**src/rtl/lsd_defs.svh**
```systemverilog
// How it works
// In normal mode a high strobe line makes the output latch transparent so each sink follows its shifted bit.
// In normal mode a low strobe line freezes the output latch while shifting goes on.
// A high enable line turns every sink off at once, and shifting carries on meanwhile.
// While a mode switch is pending the strobe line only picks the next mode and copies no data.
// In special mode a strobe pulse copies the shift register into the 8-bit configuration latch.
// In special mode the captured error bits can be clocked out on the cascade serial output.
// The controller holds the enable line low for at least 2000 ns so that valid error bits are built.
// One configuration bit selects the current multiplier, and clearing it lowers the usable current range.
// A low pulse one serial clock wide on the enable line starts the mode switching phase.
// In the switching phase the strobe level picks special mode when high and normal mode when low.
// In special mode a low enable line drives the sinks, checks the loads and loads the error bits.
// An 8-stage shift register advances from serial input to cascade output on each rising serial clock edge that does not load error bits.
`ifndef LSD_DEFS_SVH
`define LSD_DEFS_SVH

`define LSD_CH_N         8
`define LSD_FIFO_DEPTH   16
`define LSD_CM_BIT       7
`define LSD_SHIFT_RST    8'h00
`define LSD_LATCH_RST    8'h00
`define LSD_CFG_RST      8'hff
`define LSD_HIST_RST     2'h3
`define LSD_CLK_MHZ      200
`define LSD_DET_TIME_NS  2000
`define LSD_DET_CYC      ((`LSD_DET_TIME_NS * `LSD_CLK_MHZ + 999) / 1000)
`define LSD_DET_CNT_W    10

`endif

```
**src/rtl/lsd_pkg.sv**
```systemverilog
`default_nettype none
`include "lsd_defs.svh"

package lsd_pkg;

  typedef enum logic [1:0] {
    LSD_ST_NORMAL  = 2'b00,
    LSD_ST_SWITCH  = 2'b01,
    LSD_ST_SPECIAL = 2'b10
  } lsd_state_t;

  typedef struct packed {
    logic                     is_cfg;
    logic [`LSD_CH_N-1:0]     data;
  } lsd_word_t;

  typedef struct packed {
    logic [`LSD_CH_N-1:0]     err;
    logic                     sclk;
    logic                     serial_in;
    logic                     stb;
    logic                     en;
  } lsd_pins_t;

endpackage

`default_nettype wire

```
**src/rtl/lsd_fifo.sv**
```systemverilog
`timescale 1ns/100ps
`default_nettype none

module lsd_fifo #(
  parameter int WIDTH = 9,
  parameter int DEPTH = 16
) (
  input  wire logic             sys_clk_i,
  input  wire logic             rst_b_i,
  input  wire logic             in_valid_i,
  output logic                  in_ready_o,
  input  wire logic [WIDTH-1:0] in_data_i,
  output logic                  out_valid_o,
  input  wire logic             out_ready_i,
  output logic      [WIDTH-1:0] out_data_o
);

  localparam int AW = $clog2(DEPTH);

  logic [WIDTH-1:0] mem_q [DEPTH];
  logic [AW-1:0]    wr_q;
  logic [AW-1:0]    wr_d;
  logic [AW-1:0]    rd_q;
  logic [AW-1:0]    rd_d;
  logic [AW:0]      cnt_q;
  logic [AW:0]      cnt_d;
  logic             push;
  logic             pop;

  // Full and empty come straight from the fill count.
  assign in_ready_o  = (cnt_q != (AW+1)'(DEPTH));
  assign out_valid_o = (cnt_q != '0);
  assign out_data_o  = mem_q[rd_q];
  assign push        = in_valid_i & in_ready_o;
  assign pop         = out_valid_o & out_ready_i;

  always_comb begin
    wr_d  = push ? ((wr_q == AW'(DEPTH-1)) ? '0 : wr_q + 1'b1) : wr_q;
    rd_d  = pop ? ((rd_q == AW'(DEPTH-1)) ? '0 : rd_q + 1'b1) : rd_q;
    cnt_d = cnt_q + (AW+1)'(push) - (AW+1)'(pop);
  end

  always_ff @(posedge sys_clk_i or negedge rst_b_i) begin
    if (!rst_b_i) begin
      wr_q  <= '0;
      rd_q  <= '0;
      cnt_q <= '0;
    end else begin
      wr_q  <= wr_d;
      rd_q  <= rd_d;
      cnt_q <= cnt_d;
    end
  end

  // Storage has no reset; only written slots are ever read.
  always_ff @(posedge sys_clk_i) begin
    if (push) begin
      mem_q[wr_q] <= in_data_i;
    end
  end

endmodule // lsd_fifo

`default_nettype wire

```
**src/rtl/lsd_top.sv**
```systemverilog
`timescale 1ns/100ps
`default_nettype none
`include "lsd_defs.svh"

module lsd_top #(
  parameter int CH_N       = `LSD_CH_N,
  parameter int FIFO_DEPTH = `LSD_FIFO_DEPTH
) (
  input  wire logic            sys_clk_i,
  input  wire logic            rst_b_i,
  input  wire logic            sclk_i,
  input  wire logic            serial_in_i,
  input  wire logic            strobe_mode_select_i,
  input  wire logic            enable_switch_detect_i,
  input  wire logic [CH_N-1:0] led_error_i,
  input  wire logic            sink_hold_i,
  output logic      [CH_N-1:0] channel_sinks_o,
  output logic                 cascade_serial_out_o,
  output logic      [CH_N-1:0] config_o,
  output logic                 current_multiplier_bit_o,
  output logic                 special_mode_o,
  output logic                 capture_ready_o
);

  ////////////////////////////////////////////////////////////////////////////
  // Pin synchronisers and edge detection.

  lsd_pkg::lsd_pins_t raw;
  lsd_pkg::lsd_pins_t s1_q;
  lsd_pkg::lsd_pins_t s2_q;
  lsd_pkg::lsd_pins_t prev_q;
  lsd_pkg::lsd_pins_t s1_d;
  lsd_pkg::lsd_pins_t s2_d;
  lsd_pkg::lsd_pins_t prev_d;

  logic            sclk_rise;
  logic            stb_rise;
  logic            en_s;
  logic            stb_s;
  logic            sdi_s;
  logic [CH_N-1:0] err_s;

  assign raw.err  = led_error_i;
  assign raw.sclk = sclk_i;
  assign raw.serial_in  = serial_in_i;
  assign raw.stb  = strobe_mode_select_i;
  assign raw.en   = enable_switch_detect_i;

  always_comb begin
    s1_d   = raw;
    s2_d   = s1_q;
    prev_d = s2_q;
  end

  // The enable line idles high so the sinks start blanked.
  always_ff @(posedge sys_clk_i or negedge rst_b_i) begin
    if (!rst_b_i) begin
      s1_q   <= '{err: '0, sclk: 1'b0, serial_in: 1'b0, stb: 1'b0, en: 1'b1};
      s2_q   <= '{err: '0, sclk: 1'b0, serial_in: 1'b0, stb: 1'b0, en: 1'b1};
      prev_q <= '{err: '0, sclk: 1'b0, serial_in: 1'b0, stb: 1'b0, en: 1'b1};
    end else begin
      s1_q   <= s1_d;
      s2_q   <= s2_d;
      prev_q <= prev_d;
    end
  end

  assign sclk_rise = s2_q.sclk & ~prev_q.sclk;
  assign stb_rise  = s2_q.stb & ~prev_q.stb;
  assign en_s      = s2_q.en;
  assign stb_s     = s2_q.stb;
  assign sdi_s     = s2_q.serial_in;
  assign err_s     = s2_q.err;

  ////////////////////////////////////////////////////////////////////////////
  // Mode sequencing.

  lsd_pkg::lsd_state_t state_q;
  lsd_pkg::lsd_state_t state_d;
  logic [1:0]          hist_q;
  logic [1:0]          hist_d;
  logic                sw_pulse;

  // The enable line was high, then low for one serial clock, now high again.
  assign sw_pulse = hist_q[1] & ~hist_q[0] & en_s;

  always_comb begin
    state_d = state_q;
    hist_d  = hist_q;
    if (sclk_rise) begin
      hist_d = {hist_q[0], en_s};
      case (state_q)
        lsd_pkg::LSD_ST_NORMAL,
        lsd_pkg::LSD_ST_SPECIAL: begin
          if (sw_pulse) begin
            state_d = lsd_pkg::LSD_ST_SWITCH;
          end
        end
        lsd_pkg::LSD_ST_SWITCH: begin
          state_d = stb_s ? lsd_pkg::LSD_ST_SPECIAL : lsd_pkg::LSD_ST_NORMAL;
        end
        default: begin
          state_d = lsd_pkg::LSD_ST_NORMAL;
        end
      endcase
    end
  end

  always_ff @(posedge sys_clk_i or negedge rst_b_i) begin
    if (!rst_b_i) begin
      state_q <= lsd_pkg::LSD_ST_NORMAL;
      hist_q  <= `LSD_HIST_RST;
    end else begin
      state_q <= state_d;
      hist_q  <= hist_d;
    end
  end

  ////////////////////////////////////////////////////////////////////////////
  // Error detection timer and shift register.

  localparam logic [`LSD_DET_CNT_W-1:0] DET_CYC = `LSD_DET_CNT_W'(`LSD_DET_CYC);

  logic [`LSD_DET_CNT_W-1:0] det_cnt_q;
  logic [`LSD_DET_CNT_W-1:0] det_cnt_d;
  logic                      detecting;
  logic                      det_done;
  logic                      load_err;
  logic [CH_N-1:0]           shift_q;
  logic [CH_N-1:0]           shift_d;

  assign detecting = (state_q == lsd_pkg::LSD_ST_SPECIAL) & ~en_s;
  assign det_done  = (det_cnt_q == DET_CYC);
  assign load_err  = sclk_rise & detecting & det_done;

  always_comb begin
    det_cnt_d = '0;
    if (detecting) begin
      det_cnt_d = det_done ? det_cnt_q : det_cnt_q + 1'b1;
    end
    shift_d = shift_q;
    if (load_err) begin
      shift_d = err_s;
    end else if (sclk_rise) begin
      shift_d = {shift_q[CH_N-2:0], sdi_s};
    end
  end

  always_ff @(posedge sys_clk_i or negedge rst_b_i) begin
    if (!rst_b_i) begin
      det_cnt_q <= '0;
      shift_q   <= `LSD_SHIFT_RST;
    end else begin
      det_cnt_q <= det_cnt_d;
      shift_q   <= shift_d;
    end
  end

  assign cascade_serial_out_o = shift_q[CH_N-1];

  ////////////////////////////////////////////////////////////////////////////
  // Capture of latch updates into the FIFO.

  lsd_pkg::lsd_word_t push_w;
  lsd_pkg::lsd_word_t pop_w;
  logic               push_v;
  logic               pop_v;
  logic               pop_rdy;
  logic               fifo_rdy;

  always_comb begin
    push_v = 1'b0;
    push_w = '{is_cfg: 1'b0, data: shift_d};
    case (state_q)
      lsd_pkg::LSD_ST_NORMAL: begin
        push_v = stb_s & (stb_rise | sclk_rise);
      end
      lsd_pkg::LSD_ST_SPECIAL: begin
        push_v = stb_rise;
        push_w = '{is_cfg: 1'b1, data: shift_q};
      end
      default: begin
        push_v = 1'b0;
      end
    endcase
  end

  lsd_fifo #(
    .WIDTH ($bits(lsd_pkg::lsd_word_t)),
    .DEPTH (FIFO_DEPTH)
  ) u_fifo (
    .sys_clk_i   (sys_clk_i),
    .rst_b_i     (rst_b_i),
    .in_valid_i  (push_v),
    .in_ready_o  (fifo_rdy),
    .in_data_i   (push_w),
    .out_valid_o (pop_v),
    .out_ready_i (pop_rdy),
    .out_data_o  (pop_w)
  );

  assign pop_rdy         = ~sink_hold_i;
  assign capture_ready_o = fifo_rdy;

  ////////////////////////////////////////////////////////////////////////////
  // Output latch, configuration latch and sinks.

  logic [CH_N-1:0] out_latch_q;
  logic [CH_N-1:0] out_latch_d;
  logic [CH_N-1:0] cfg_q;
  logic [CH_N-1:0] cfg_d;
  logic [CH_N-1:0] sinks_q;
  logic [CH_N-1:0] sinks_d;
  logic            pop;

  assign pop = pop_v & pop_rdy;

  always_comb begin
    out_latch_d = out_latch_q;
    cfg_d       = cfg_q;
    if (pop && pop_w.is_cfg) begin
      cfg_d = pop_w.data;
    end else if (pop) begin
      out_latch_d = pop_w.data;
    end
    sinks_d = en_s ? '0 : out_latch_q;
  end

  always_ff @(posedge sys_clk_i or negedge rst_b_i) begin
    if (!rst_b_i) begin
      out_latch_q <= `LSD_LATCH_RST;
      cfg_q       <= `LSD_CFG_RST;
      sinks_q     <= '0;
    end else begin
      out_latch_q <= out_latch_d;
      cfg_q       <= cfg_d;
      sinks_q     <= sinks_d;
    end
  end

  assign channel_sinks_o          = sinks_q;
  assign config_o                 = cfg_q;
  assign current_multiplier_bit_o = cfg_q[`LSD_CM_BIT];
  assign special_mode_o           = (state_q == lsd_pkg::LSD_ST_SPECIAL);
endmodule // lsd_top

`default_nettype wire

```
**config.mk**
```make
export PLATFORM = sky130hd
export DESIGN_NAME = lsd_top
export DESIGN_NICKNAME = d
export VERILOG_FILES = /design/src/rtl/lsd_pkg.sv /design/src/rtl/lsd_fifo.sv /design/src/rtl/lsd_top.sv
export VERILOG_INCLUDE_DIRS = /design/src /design/src/rtl
export SDC_FILE = /design/constraint.sdc
export NUM_CORES = 1
export LEC_CHECK = 0
export ABC_AREA = 0
export BUFFER_PORTS_ARGS = -buffer_cell sky130_fd_sc_hd__clkbuf_2
export CORE_UTILIZATION = 50
export DETAILED_ROUTE_END_ITERATION = 16
export HOLD_SLACK_MARGIN = 0.08
export PLACE_DENSITY = 0.67
export SYNTH_ARGS = -nofsm -noshare
export SYNTH_HDL_FRONTEND = slang
export SYNTH_SLANG_ARGS = --single-unit
```
**constraint.sdc**
```tcl
create_clock -name sys_clk_i -period 3 [get_ports sys_clk_i]
set_input_delay 0.6 -clock sys_clk_i [delete_from_list [all_inputs] [get_ports sys_clk_i]]
set_output_delay 0.6 -clock sys_clk_i [all_outputs]
set_load 0.01 [all_outputs]
```
======== Yosys cells after proc, flatten, opt, wreduce, memory -nomap -nowiden ========
Memory sizes are Yosys's and may differ from the RTL's.
Index checks and enable logic that the tools add are counted.
operators by class
  add/subtract/negate cells ............... 5
  equal/unequal tests ..................... 8
  muxes and demuxes ....................... 14
  bitwise operators ....................... 17
  reductions and logical operators ........ 6
operator list
  operator                                        count
  2-to-1 mux 8 bit                                3
  2-to-1 mux 10 bit                               2
  adder 10 x 1 -> 10 bit, second input constant   1
  bitwise AND 1 bit                               10
  == test 10 x 9 -> 1 bit, second input constant  1
  2-to-1 mux 9 bit                                1
  adder 4 x 1 -> 4 bit, second input constant     2
  == test 4 bit, second input constant            2
  2-to-1 mux 4 bit                                2
  inverter 1 bit                                  6
  adder 5 x 1 -> 5 bit                            1
  inequality test 5 bit, second input constant    1
  nonzero test 5 bit                              1
  subtractor 5 x 1 -> 5 bit                       1
  2-to-1 mux 2 bit                                2
  inequality test 2 bit, second input constant    2
  one-hot mux 2 bit (2 select lines)              1
  AND reduction 2 bit                             2
  == test 2 x 1 -> 1 bit, second input constant   1
  == test 2 bit, second input constant            1
  zero test 2 bit                                 1
  2-to-1 mux 1 bit                                2
  one-hot mux 1 bit (2 select lines)              1
  OR reduction 2 bit                              1
  2 further kinds                                 2
word-level totals
  bits in registers ....................... 85
  memory bits (writable) .................. 144
  input port bits ......................... 15
  output and inout bits ................... 20
  word-level logic and storage cells ...... 73
  memories kept ........................... 1
memory list
  name          words  width  read ports  clocked after Yosys merged registers in  write ports  RTL line        text
  u_fifo.mem_q  16     9      1           0                                        1            lsd_fifo.sv:20  logic [WIDTH-1:0] mem_q [DEPTH];

======== Depth between registers and ports, before layout ========
Gate-level depths: netlist of the first run.
  depth in word-level cells ............... 8
  depth in mapped cells ................... 12

======== Hierarchy ========
From an unflattened synthesis of the first run, not the netlist that was laid out.
second synthesis, totals
  cell total of the unflattened synthesis .. 552
  area total of the unflattened synthesis .. 9236.4 um^2
by module, submodules not included
  module    instances  cells each  area each (um^2)  sequential area each (um^2)
  lsd_fifo  1          354         6409.9            4649.5
  lsd_top   1          198         2826.5            1816.7

======== Worst setup path before layout of the first run ========
No wires, ideal clock.
  path kind ............................... register to register
  start ................................... reg state_q[1]
  end ..................................... mem u_fifo.mem_q[0][0], enable pin
  setup time .............................. 0.387 ns
  arrival ................................. 2.243 ns
  path slack .............................. 0.370 ns
  cell stages (with the launch flop) ...... 6
  buffers on the path ..................... 1
  cells stage by stage .................... dfrtp_1 -> or3b_2 -> a2111oi_2 -> buf_2 -> nand2_1 -> nor3_1
between the ends
  cells in the longest elaborated chain, start to end .. 5
  elaborated cells between the ends (all ways) .. 6
RTL lines
  what                                                     RTL line        text
  start: declaration                                       lsd_top.sv:78   lsd_pkg::lsd_state_t state_q;
  start signal: assignment                                 lsd_top.sv:111  state_q <= lsd_pkg::LSD_ST_NORMAL;
  start signal: assignment                                 lsd_top.sv:114  state_q <= state_d;
  == test 2 bit / zero test 2 bit (equally long branches)  lsd_top.sv:174  case (state_q)
  one-hot mux 1 bit (2 select lines) (*)                   lsd_top.sv:174
  bitwise AND 1 bit (*)                                    lsd_fifo.sv:34  assign push = in_valid_i & in_ready_o;
  net u_fifo.push                                          lsd_fifo.sv:27  logic push;
  2-to-1 mux 1 bit (*)                                     lsd_fifo.sv:57  if (push) begin
  2-to-1 mux 1 bit (implied by the code) (*)               lsd_fifo.sv:58  mem_q[wr_q] <= in_data_i;
  end: declaration                                         lsd_fifo.sv:20
The timed path passes the listed nets; every way through them passes the cells marked *.

==> impl_results.md, run 1 <==
* Max Slew Vio Count at 0
* Root Buffer: clkbuf_16
* Largest net degree at the start of global routing at 44
* Slew @ Worst Pin at 1.175 ns
* Setup crit end kind: register
* Die area at 18510 um^2
* Comb power frac at a little over a quarter
* FFs w/ async S/R, synth at 37.12%
* Predominant post-synthesis flop cell: edfxtp_1
* Post-route minimum period at 2.702 ns
* Sequential area share after synthesis at 71.97%
* DR vias at 4699
* Crit path cell chain: inv_1 -> ha_1 -> nor4b_1 -> nand4b_1 -> buf_4 -> mux2i_1 -> a21oi_1
* Post-synth cell types at 44
* Max Cap Violations at 0
* Synthesis Warnings at 0
* Total congestion overflow at 0
* Clock power frac at 27.8%
* Design Power at 9.454 mW
* Initial antenna violation count at 0
* Fin crit share at 90.06%
* Yosys reg bits at approximately 230
* Number of global-route vias before repair at ~4900
* Setup_tns at 0 ns
* Final Cell Area at 10280 um^2
* P&R area growth vs syn at 14.41%
* Status: finished clean
* FF-to-FF Start: det_cnt_q[0]$_DFFE_PN0P_
* CP Launch Point: det_cnt_q[0]$_DFFE_PN0P_
* Slowest cell delay on critical path at 0.93 ns
* Clock latency on the worst-skew pair at just over 0.5 ns
* Crit path arrival time at 2.84 ns
* Max VDD drop at roughly 550 uV
* CTS Buffer Depth at 3
* Worst Skew at approximately 0.014 ns
* Sequential Power Share at 45.0%
* Initial core utilization at 51.59%
* Final #Nets at ~630
* CTS Sinks at 229
* Final Hold Viols at 0
* CTS H-tree depth at 1
* Drt pass-1 iters at 4
* Num CTS Buffers at 23
* GP Congestion at around 0.76
* Die Span Y at 136.1 um
* CP max stage cell: a21oi_1
* Final Non-Filler Cells at 838
* CTS tree: done
* Hold buffer count at cts at 0
* Finished Core Util at 59.02%
* Sw power at 2.774 mW
* Die width at 136.1 um
* EDFF count, synth at 144
* Core area at about 17000 um^2
* Vias per Instance at 5.607
* Max Freq at 370.1 MHz
* Synth Instances at 528
* First-pass GRT wire length at about 27 mm
* Leak at 3.921 nW
* CP delay by family, top: compound AO/OA/AOI/OAI gates
* Drt total wl at around 17 mm
* Post-CTS setup buffer count at 0
* Placed insts at ~800
* Avg Cell Area, Syn at 17.02 um^2
* Initial detailed-routing violation count at 279
* Wire per inst at approximately 20 um
* HPWL Detailed at approximately 11 mm
* Num ports at 35
* Area of placed instances at 9585 um^2
* Fraction of layout cells with a size suffix above 1 at 27.08%
* CP bufs+invs at 2
* Switching share of power at 29.34%
* CP required at 3.14 ns
* Crit start category: register
* Site row count at 48
* Setup-failing EPs final at 0
* Total GRT Usage at 19.56%
* RSZ-0062 raised after global routing: false
* Diode count at 0
* Clk slew on worst S/H paths at 0.06 ns
* Synthesized area at about 9000 um^2
* Worst slew margin at 21.68%
* CP max FO at 16
* Cell Pwr Density at 919.6 nW/um^2
* Synthesized Nets at 557
* Hold WC Path Type: input pin to async pin
* Filler Cell Count at 1292
* Internal at 6.679 mW
* Cells resized by post-CTS repair at 0
* Routed Antenna Nets at 0
* Buffers on Ports at 34
* DRC at 0
* Critical path type: register to register
## synth_stat cells, drive strengths merged (12+ instances only)
library cell,n,share of area [%]
mux2i,17,1.9
dfstp,12,3.5
mux4,34,8.5
clkbuf,12,0.50
nand2,33,1.4
o21ai,17,0.95
dfrtp,73,20
a21oi,15,0.84
a22oi,17,1.6
ha,13,1.8
edfxtp,144,48
nor2,32,1.3
inv,13,0.54
mux2,20,2.5
## layout by cell type (no fill, tap or decap), drive strengths merged, types with 2 or more instances in the layout
cell type	n
a21o	2
a21oi	15
a22oi	17
buf	32
clkbuf	72
clkinv	2
dfrtp	73
dfstp	12
edfxtp	144
ha	13
inv	14
mux2	20
mux2i	17
mux4	34
nand2	33
nand2b	5
nand3	8
nand3b	2
nor2	32
nor2b	11
nor3	8
nor3b	2
nor4b	2
o21ai	17
or3	3
xnor2	7
xor2	4
## layer usage
| metal | global-route usage (%) | up-vias | part of all wire, % |
|---|---|---|---|
| met5 | 0 | - | 0 |
| met4 | 5.494 | 0 | 1.5 |
| met3 | 3.803 | 25 | 4.8 |
| met2 | 33.36 | 120 | 50 |
| met1 | 25.52 | 2422 | 43 |
| li1 | - | 2132 | - |
## sequential cells by signal (all words and copies together), names as in the netlist
name	flops
u_fifo.rd_q	4
shift_q	8
config_o	8
u_fifo.wr_q	4
det_cnt_q	10
prev_d	1
s1_q	12
prev_q	2
channel_sinks_o	8
out_latch_q	8
u_fifo.cnt_q	5
hist_q	2
state_q	2
u_fifo.mem_q	144
stb_s	1
err_s	8
sdi_s	1
en_s	1
## final timing paths
path,endpoint,cells after the start,slack (ns)
worst min-delay path,det_cnt_q[6]$_DFFE_PN0P_,1,0.08
worst max-delay path,u_fifo.mem_q[3][5]$_DFFE_PP_,7,0.30
min in group sys_clk_i,s1_q[0]$_DFF_PN1_,1,0.19
worst max register to register,u_fifo.mem_q[3][5]$_DFFE_PP_,7,0.30
worst min register to register,prev_d[3]$_DFF_PN0_,0,0.35
max in group asynchronous,s1_q[0]$_DFF_PN1_,2,2.26
## per-stage QoR
| stage | hold WS (ns) | worst slack, ns |
|---|---|---|
| after floorplan | 0.3044 | 0.3698 |
| after global placement | 0.3345 | 0.3875 |
| after detailed placement | 0.3347 | 0.2815 |
| after CTS | 0.08355 | 0.2929 |
| after global routing | 0.1059 | 0.07092 |
| final | 0.08154 | 0.2982 |
## logic make-up (layout without fill, tap and decap cells)
logic type	after synthesis	count (layout)	synth area share, %
AO/OA/AOI/OAI	54	54	4.011
XOR/XNOR	11	11	1.072
adder cells (fa/ha/maj)	14	14	2.033
buffers and inverters	35	120	1.810
flip-flops	229	229	71.97
multiplexers	71	71	12.92
AND/OR/NAND/NOR	114	114	6.183
## layout make-up
class	instances	area, um^2	share of cell area (%)
clock inverters	3	18.77	0.1826
well taps	225	281.5	2.739
multi-input cells	264	2356	22.92
inverters	13	48.80	0.4747
flip-flops and latches	229	6469	62.93
clock buffers	39	675.6	6.573
repair buffers	65	430.4	4.187
## power groups by stage
| stage | clock network, mW | logic [mW] | registers [mW] |
|---|---|---|---|
| after floorplan | 0 | 1.94 | 4.20 |
| after global placement | 0 | 2.55 | 4.30 |
| after detailed placement | 0 | 2.61 | 4.32 |
| after CTS | 2.68 | 2.62 | 4.26 |
| after global routing | 2.79 | 2.85 | 4.31 |
| final | 2.62 | 2.57 | 4.26 |
(Power assumes the default switching activity.)
==> run 2, diff against run 1 <==
ABC_AREA = 1   (was 0)
PLACE_DENSITY = 0.69   (was 0.67)
TNS_END_PERCENT = 30   (was default)
clock period = 2.2 ns   (was 3 ns; I/O delays follow)
==> impl_results.md, run 2 <==
* Post-synth top cells: nand2_1, edfxtp_1, nor2_1
* FF-to-FF path depth at 13
* Clk slew on worst S/H paths at 0.06 ns
* Count leader, synth: nand2_1
* Num CTS Buffers at 24
* Slowest cell delay on critical path at about 0.39 ns
* Comb power frac at 33.5%
* Max Cap Violations at 0
* Final Non-Filler Cells at 1226
* Largest net degree at the start of global routing at 85
* R2R Setup Slk at -0.05 ns
* Worst slew margin at 65.15%
* CTS Sinks at 229
* Core area at ~18000 um^2
* CP max stage cell: dfrtp_1
* Setup-failing EPs final at 1
* Setup_tns at -0.04913 ns
* Area share of the largest cell type after synthesis at 45.84%
* DR vias at 6267
* GP Congestion at approximately 0.81
* Num ports at 35
* Synthesized area at 9434 um^2
* Hold WC Path Type: register to register
* Final Cell Area at around 11000 um^2
* Slew @ Worst Pin at 0.5220 ns
* Most common cell on crit path: ha_4
* Final Hold Viols at 0
* Reg with most FFs: u_fifo.mem_q
* Synthesized Nets at 919
* Max Freq at 444.6 MHz
* DRC at 0
* Wire per inst at between 15 and 20 um
* CP bufs+invs at 3
* Setup WS pre-CTS at -0.08381 ns
* Fin crit share at 102.2%
* Synthesis Warnings at 0
* HPWL Detailed at approximately 12 mm
* Hold Path Depth at 0
* Cell Pwr Density at 1282 nW/um^2
* RSZ-0062 raised after global routing: true
* Leak at slightly below 5 nW
* P&R area growth vs syn at 18.73%
* Die area at 19420 um^2
* Die Span Y at 139.4 um
* Avg Cell Area, Syn at 10.60 um^2
* Crit path arrival time at between 2 and 3 ns
* Site row count at 49
* Total GRT Usage at 21.10%
* CP delay by family, top: adder cells
* Top cells by area, synth: edfxtp_1, dfrtp_1, nand2_1
* Setup crit end kind: register
* Min Hold Slack at 0.3463 ns
* FF-to-FF Start: u_fifo.cnt_q[3]$_DFF_PN0_
* Post-synth top area cell: edfxtp_1
* FF-to-FF End: u_fifo.cnt_q[4]$_DFF_PN0_
* Die width at 139.4 um
* Number of global-route vias before repair at 5983
* Finished Core Util at 61.51%
* Initial core utilization at 51.81%
* Critical path type: register to register
* Hold Path Sink: err_s[1]$_DFF_PN0_
* First-pass GRT wire length at around 32 mm
* CTS H-tree depth at 1
* Max Slew Vio Count at 0
* Most common cell after layout, fill and taps aside: nand2_1
* Routed Antenna Nets at 0
* Max reg flops at between 100 and 150
* Hold Path Origin: s1_q[5]$_DFF_PN0_
* CP required at roughly 2.6 ns
* Area of placed instances at 10230 um^2
* CTS tree: done
* Root Buffer: clkbuf_16
* Yosys reg bits at 229
* Predominant post-synthesis flop cell: edfxtp_1
* CP max FO at 2
* Final #Nets at 1008
* Initial antenna violation count at 0
* Vias per Instance at 5.112
* Clock latency on the worst-skew pair at 0.51 ns
* Crit start category: register
* EDFF count, synth at 144
* Drt total wl at 19.58 mm
* Sw power at between 5 and 6 mW
* Post-route minimum period at 2.249 ns
* Worst Skew at 0.008608 ns
* Buffers on Ports at 34
* CTS Buffer Depth at 3
* Crit path cell chain: inv_2 -> ha_4 -> nand4_1 -> nand2_2 -> inv_4 -> ha_4 -> inv_2 -> ha_4 -> fa_2 -> a21oi_2 -> nor2_1 -> nor2_1 -> xor2_1
* Most frequent cells in the layout: nand2_1, edfxtp_1, nor2_1
* Initial detailed-routing violation count at 523
* Placed insts at 1165
* Internal at just over 9 mW
* Diode count at 0
* Total congestion overflow at 0
* Drt pass-1 iters at 5
* Status: finished with violations
* Sequential Power Share at 39.5%
* Sequential area share after synthesis at 68.54%
* Design Power at 14.36 mW
* Setup WS post-layout at -0.04913 ns
* Post-synth cell types at 33
* Synth Instances at 890
* FFs w/ async S/R, synth at 37.12%
* Clock power frac at 27.0%
* Switching share of power at a little over a third
* Fraction of layout cells with a size suffix above 1 at between 15 and 20%
* Failing checks: negative setup slack
* Max VDD drop at 783.4 uV
* Largest registers: u_fifo.mem_q: 144 flops, s1_q: 12 flops, det_cnt_q: 10 flops
-- run 2: changes by cell type after synthesis, moves of 11 or more --
cell | previous run | this run
a22oi_1 | 16 | 1
buf_2 | 4 | 19
inv_1 | 13 | 62
mux2_2 | 19 | 0
mux2i_1 | 17 | 0
mux4_2 | 34 | 0
nand2_1 | 33 | 292
nand3_1 | 8 | 58
nor2_1 | 32 | 97
nor2b_1 | 11 | 0
-- run 2: cell type report --
| cell class | instances | area [um^2] |
|---|---|---|
| Timing Repair Buffer | 95 | 799.5 |
| Clock inverter | 9 | 47.55 |
| Fill cell | 1401 | 7008 |
| Tap cell | 229 | 286.5 |
| Sequential cell | 229 | 6467 |
| Multi-Input combinational cell | 560 | 2609 |
| Inverter | 69 | 262.8 |
| Clock buffer | 35 | 728.2 |
-- run 2: cell families after synthesis --
group | share of synthesized area, %
compound gates | 4.297
flops | 68.54
buf+inv | 4.403
xor+xnor | 0.7427
simple gates | 20.08
fa+ha+maj | 1.936
-- run 2: power groups by stage --
stage	clock [mW]	sequential [mW]	combinational, mW
6_report	3.87	5.67	4.81
3_3_place_gp	0	5.74	4.62
3_5_place_dp	0	5.75	4.72
4_1_cts	3.93	5.67	4.82
5_1_grt	4.09	5.74	5.41
2_1_floorplan	0	5.73	3.04
-- run 2: how the worst max path moves through the flow --
stage | from | endpoint | slack [ns] | cells after the start
2_1_floorplan | u_fifo.cnt_q[3]$_DFF_PN0_ | u_fifo.cnt_q[4]$_DFF_PN0_ | -0.16 | 14
3_3_place_gp | u_fifo.cnt_q[2]$_DFF_PN0_ | u_fifo.cnt_q[4]$_DFF_PN0_ | -0.002 | 13
3_5_place_dp | u_fifo.cnt_q[3]$_DFF_PN0_ | u_fifo.cnt_q[4]$_DFF_PN0_ | -0.08 | 13
4_1_cts | u_fifo.cnt_q[3]$_DFF_PN0_ | u_fifo.cnt_q[4]$_DFF_PN0_ | -0.03 | 13
5_1_grt | u_fifo.cnt_q[3]$_DFF_PN0_ | u_fifo.cnt_q[4]$_DFF_PN0_ | -0.19 | 13
6_report | u_fifo.cnt_q[3]$_DFF_PN0_ | u_fifo.cnt_q[4]$_DFF_PN0_ | -0.05 | 13
-- run 2: timing repair --
item	CTS	global route
endpoints found under the setup margin	1	135
gates resized for setup	3	6
hold buffers	13	0
cloned	0	0
pin swaps	8	0
hold endpoints to repair	32	0
setup buffers	4	0
-- run 2: metal layers --
layer | global-route usage (%) | vias to the layer above | share of wire [%]
met1 | 28.40 | 2952 | 44
met2 | 35.36 | 178 | 48
li1 | - | 3105 | -
met4 | 6.082 | 0 | 2.1
met3 | 3.579 | 32 | 5.8
met5 | 0 | - | 0
==> run 3, diff against run 2 <==
PLACE_DENSITY = 0.79   (was 0.69)
==> impl_results.md, run 3 (synthesized netlist as in run 2, its figures left out) <==
* Num CTS Buffers at 24
* Design Power at around 15 mW
* Most frequent cells in the layout: nand2_1, edfxtp_1, nor2_1
* Hold WC Path Type: register to register
* Max Freq at 445.6 MHz
* DR vias at 6461
* Number of global-route vias before repair at 6238
* Initial core utilization at between 50 and 60%
* First-pass GRT wire length at 32.59 mm
* FF-to-FF path depth at 13
* Final Hold Viols at 0
* Die Span Y at 139.4 um
* CTS H-tree depth at 1
* Fin crit share at 102.0%
* Diode count at 0
* Total GRT Usage at 21.66%
* Num ports at 35
* CTS Buffer Depth at 3
* Setup crit end kind: register
* CP max FO at 2
* Reg with most FFs: u_fifo.mem_q
* Crit start category: register
* Initial antenna violation count at 0
* Buffers on Ports at 34
* Clk slew on worst S/H paths at 0.06 ns
* DRC at 0
* Fraction of layout cells with a size suffix above 1 at 16.45%
* Hold Path Sink: err_s[0]$_DFF_PN0_
* Initial detailed-routing violation count at ~660
* GP Congestion at ~0.82
* Max VDD drop at 675.7 uV
* Setup-failing EPs final at 1
* Most common cell after layout, fill and taps aside: nand2_1
* Worst Skew at 0.02141 ns
* P&R area growth vs syn at 18.42%
* Site row count at 49
* Root Buffer: clkbuf_16
* Wire per inst at 16.67 um
* Final #Nets at 1008
* Die area at 19420 um^2
* HPWL Detailed at about 13 mm
* CTS tree: done
* Post-route minimum period at 2.244 ns
* Status: finished with violations
* Die width at 139.4 um
* Clock latency on the worst-skew pair at 0.52 ns
* CP required at 2.65 ns
* Largest registers: u_fifo.mem_q: 144 flops, s1_q: 12 flops, det_cnt_q: 10 flops
* Final Non-Filler Cells at 1226
* Largest net degree at the start of global routing at 85
* Hold Path Origin: s1_q[4]$_DFF_PN0_
* FF-to-FF Start: u_fifo.cnt_q[3]$_DFF_PN0_
* Leak at around 4.8 nW
* Drt pass-1 iters at 5
* Cell Pwr Density at 1310 nW/um^2
* Vias per Instance at approximately 5.3
* Routed Antenna Nets at 0
* Critical path type: register to register
* RSZ-0062 raised after global routing: true
* R2R Setup Slk at -0.04 ns
* Total congestion overflow at 0
* Slew @ Worst Pin at 0.6134 ns
* Placed insts at 1165
* Hold Path Depth at 0
* Max Slew Vio Count at 0
* FF-to-FF End: u_fifo.cnt_q[4]$_DFF_PN0_
* Max Cap Violations at 0
* Crit path arrival time at 2.69 ns
* Core area at between 15000 and 20000 um^2
* Worst slew margin at between 50% and 60%
* Drt total wl at slightly above 20 mm
* CTS Sinks at between 200 and 250
* Max reg flops at 144
* Setup WS post-layout at -0.04414 ns
* Failing checks: negative setup slack
==> run 3: changes by cell type in the layout (fill, tap and decap cells not counted), moves of 2 or more <==
| cell | previous run | this run |
|---|---|---|
| buf_4 | 36 | 42 |
| clkinv_2 | 9 | 6 |
| clkbuf_1 | 4 | 2 |
| nand2_2 | 1 | 3 |
| nand2_1 | 291 | 289 |
| buf_12 | 10 | 5 |
| bufinv_16 | 0 | 2 |
| clkinv_1 | 1 | 3 |
==> run 3: worst max path at each step <==
stage                               from  slack, ns                        end  cells past startpoint
2_1_floorplan  u_fifo.cnt_q[3]$_DFF_PN0_      -0.16  u_fifo.cnt_q[4]$_DFF_PN0_                     14
3_3_place_gp   u_fifo.cnt_q[2]$_DFF_PN0_       0.04  u_fifo.cnt_q[4]$_DFF_PN0_                     13
3_5_place_dp   u_fifo.cnt_q[3]$_DFF_PN0_      -0.09  u_fifo.cnt_q[4]$_DFF_PN0_                     13
4_1_cts        u_fifo.cnt_q[3]$_DFF_PN0_      -0.04  u_fifo.cnt_q[4]$_DFF_PN0_                     13
5_1_grt        u_fifo.cnt_q[3]$_DFF_PN0_      -0.17  u_fifo.cnt_q[4]$_DFF_PN0_                     13
6_report       u_fifo.cnt_q[3]$_DFF_PN0_      -0.04  u_fifo.cnt_q[4]$_DFF_PN0_                     13
==> run 3: power by group <==
part	leakage, nW	switching, mW	internal, mW
registers	2.36	0.293	5.37
logic	2.05	3.32	1.61
clock network	0.399	1.62	2.42
total	4.81	5.23	9.40
==> run 3: worst max-delay path, stage by stage, from the launching register on <==
cell,delay [ns]
dfrtp_1,0.40
inv_2,0.09
ha_4,0.14
nand4_1,0.09
nand2_2,0.10
inv_4,0.05
ha_4,0.25
inv_2,0.04
ha_4,0.16
fa_2,0.40
a21oi_2,0.14
nor2_1,0.05
nor2_1,0.11
xor2_1,0.15
==> run 3: layout make-up <==
cell class | count | area, um^2
clock buffer | 30 | 674.4
clock inverter | 14 | 141.4
fill | 1327 | 7037
inverter | 69 | 262.8
multi-input combinational | 560 | 2606
sequential | 229 | 6467
tap | 229 | 286.5
timing repair buffer | 95 | 733.2
==> run 3: through the flow <==
step / worst slack [ns] / hold WS [ns] / setup TNS [ns] / instance area (um^2) / utilization [%]
after floorplan: -0.1623 / 0.1444 / -0.1623 / 9479 / -
after global placement: 0.03524 / 0.3315 / 0 / 10170 / 55.86
after detailed placement: -0.09236 / 0.3347 / -0.09236 / 10170 / 55.86
after CTS: -0.04374 / 0.3481 / -0.04374 / 11160 / 61.27
after global routing: -0.1737 / 0.3590 / -0.2001 / 11170 / 61.36
final: -0.04414 / 0.3461 / -0.04414 / 11170 / 61.36
==> run 3: per-layer routing <==
layer	vias up	routed length, um	track usage [%]
li1	3103	-	-
met1	3065	8516	28.35
met2	250	10040	36.82
met3	43	1311	3.097
met4	0	563	8.070
met5	-	0	0
==> run 3: timing repair <==
item	in CTS	in global routing
pin swaps	7	0
hold buffers	13	0
resized for setup	3	6
endpoints found under the hold margin	44	0
setup endpoints to repair	1	117
buffers inserted	4	0
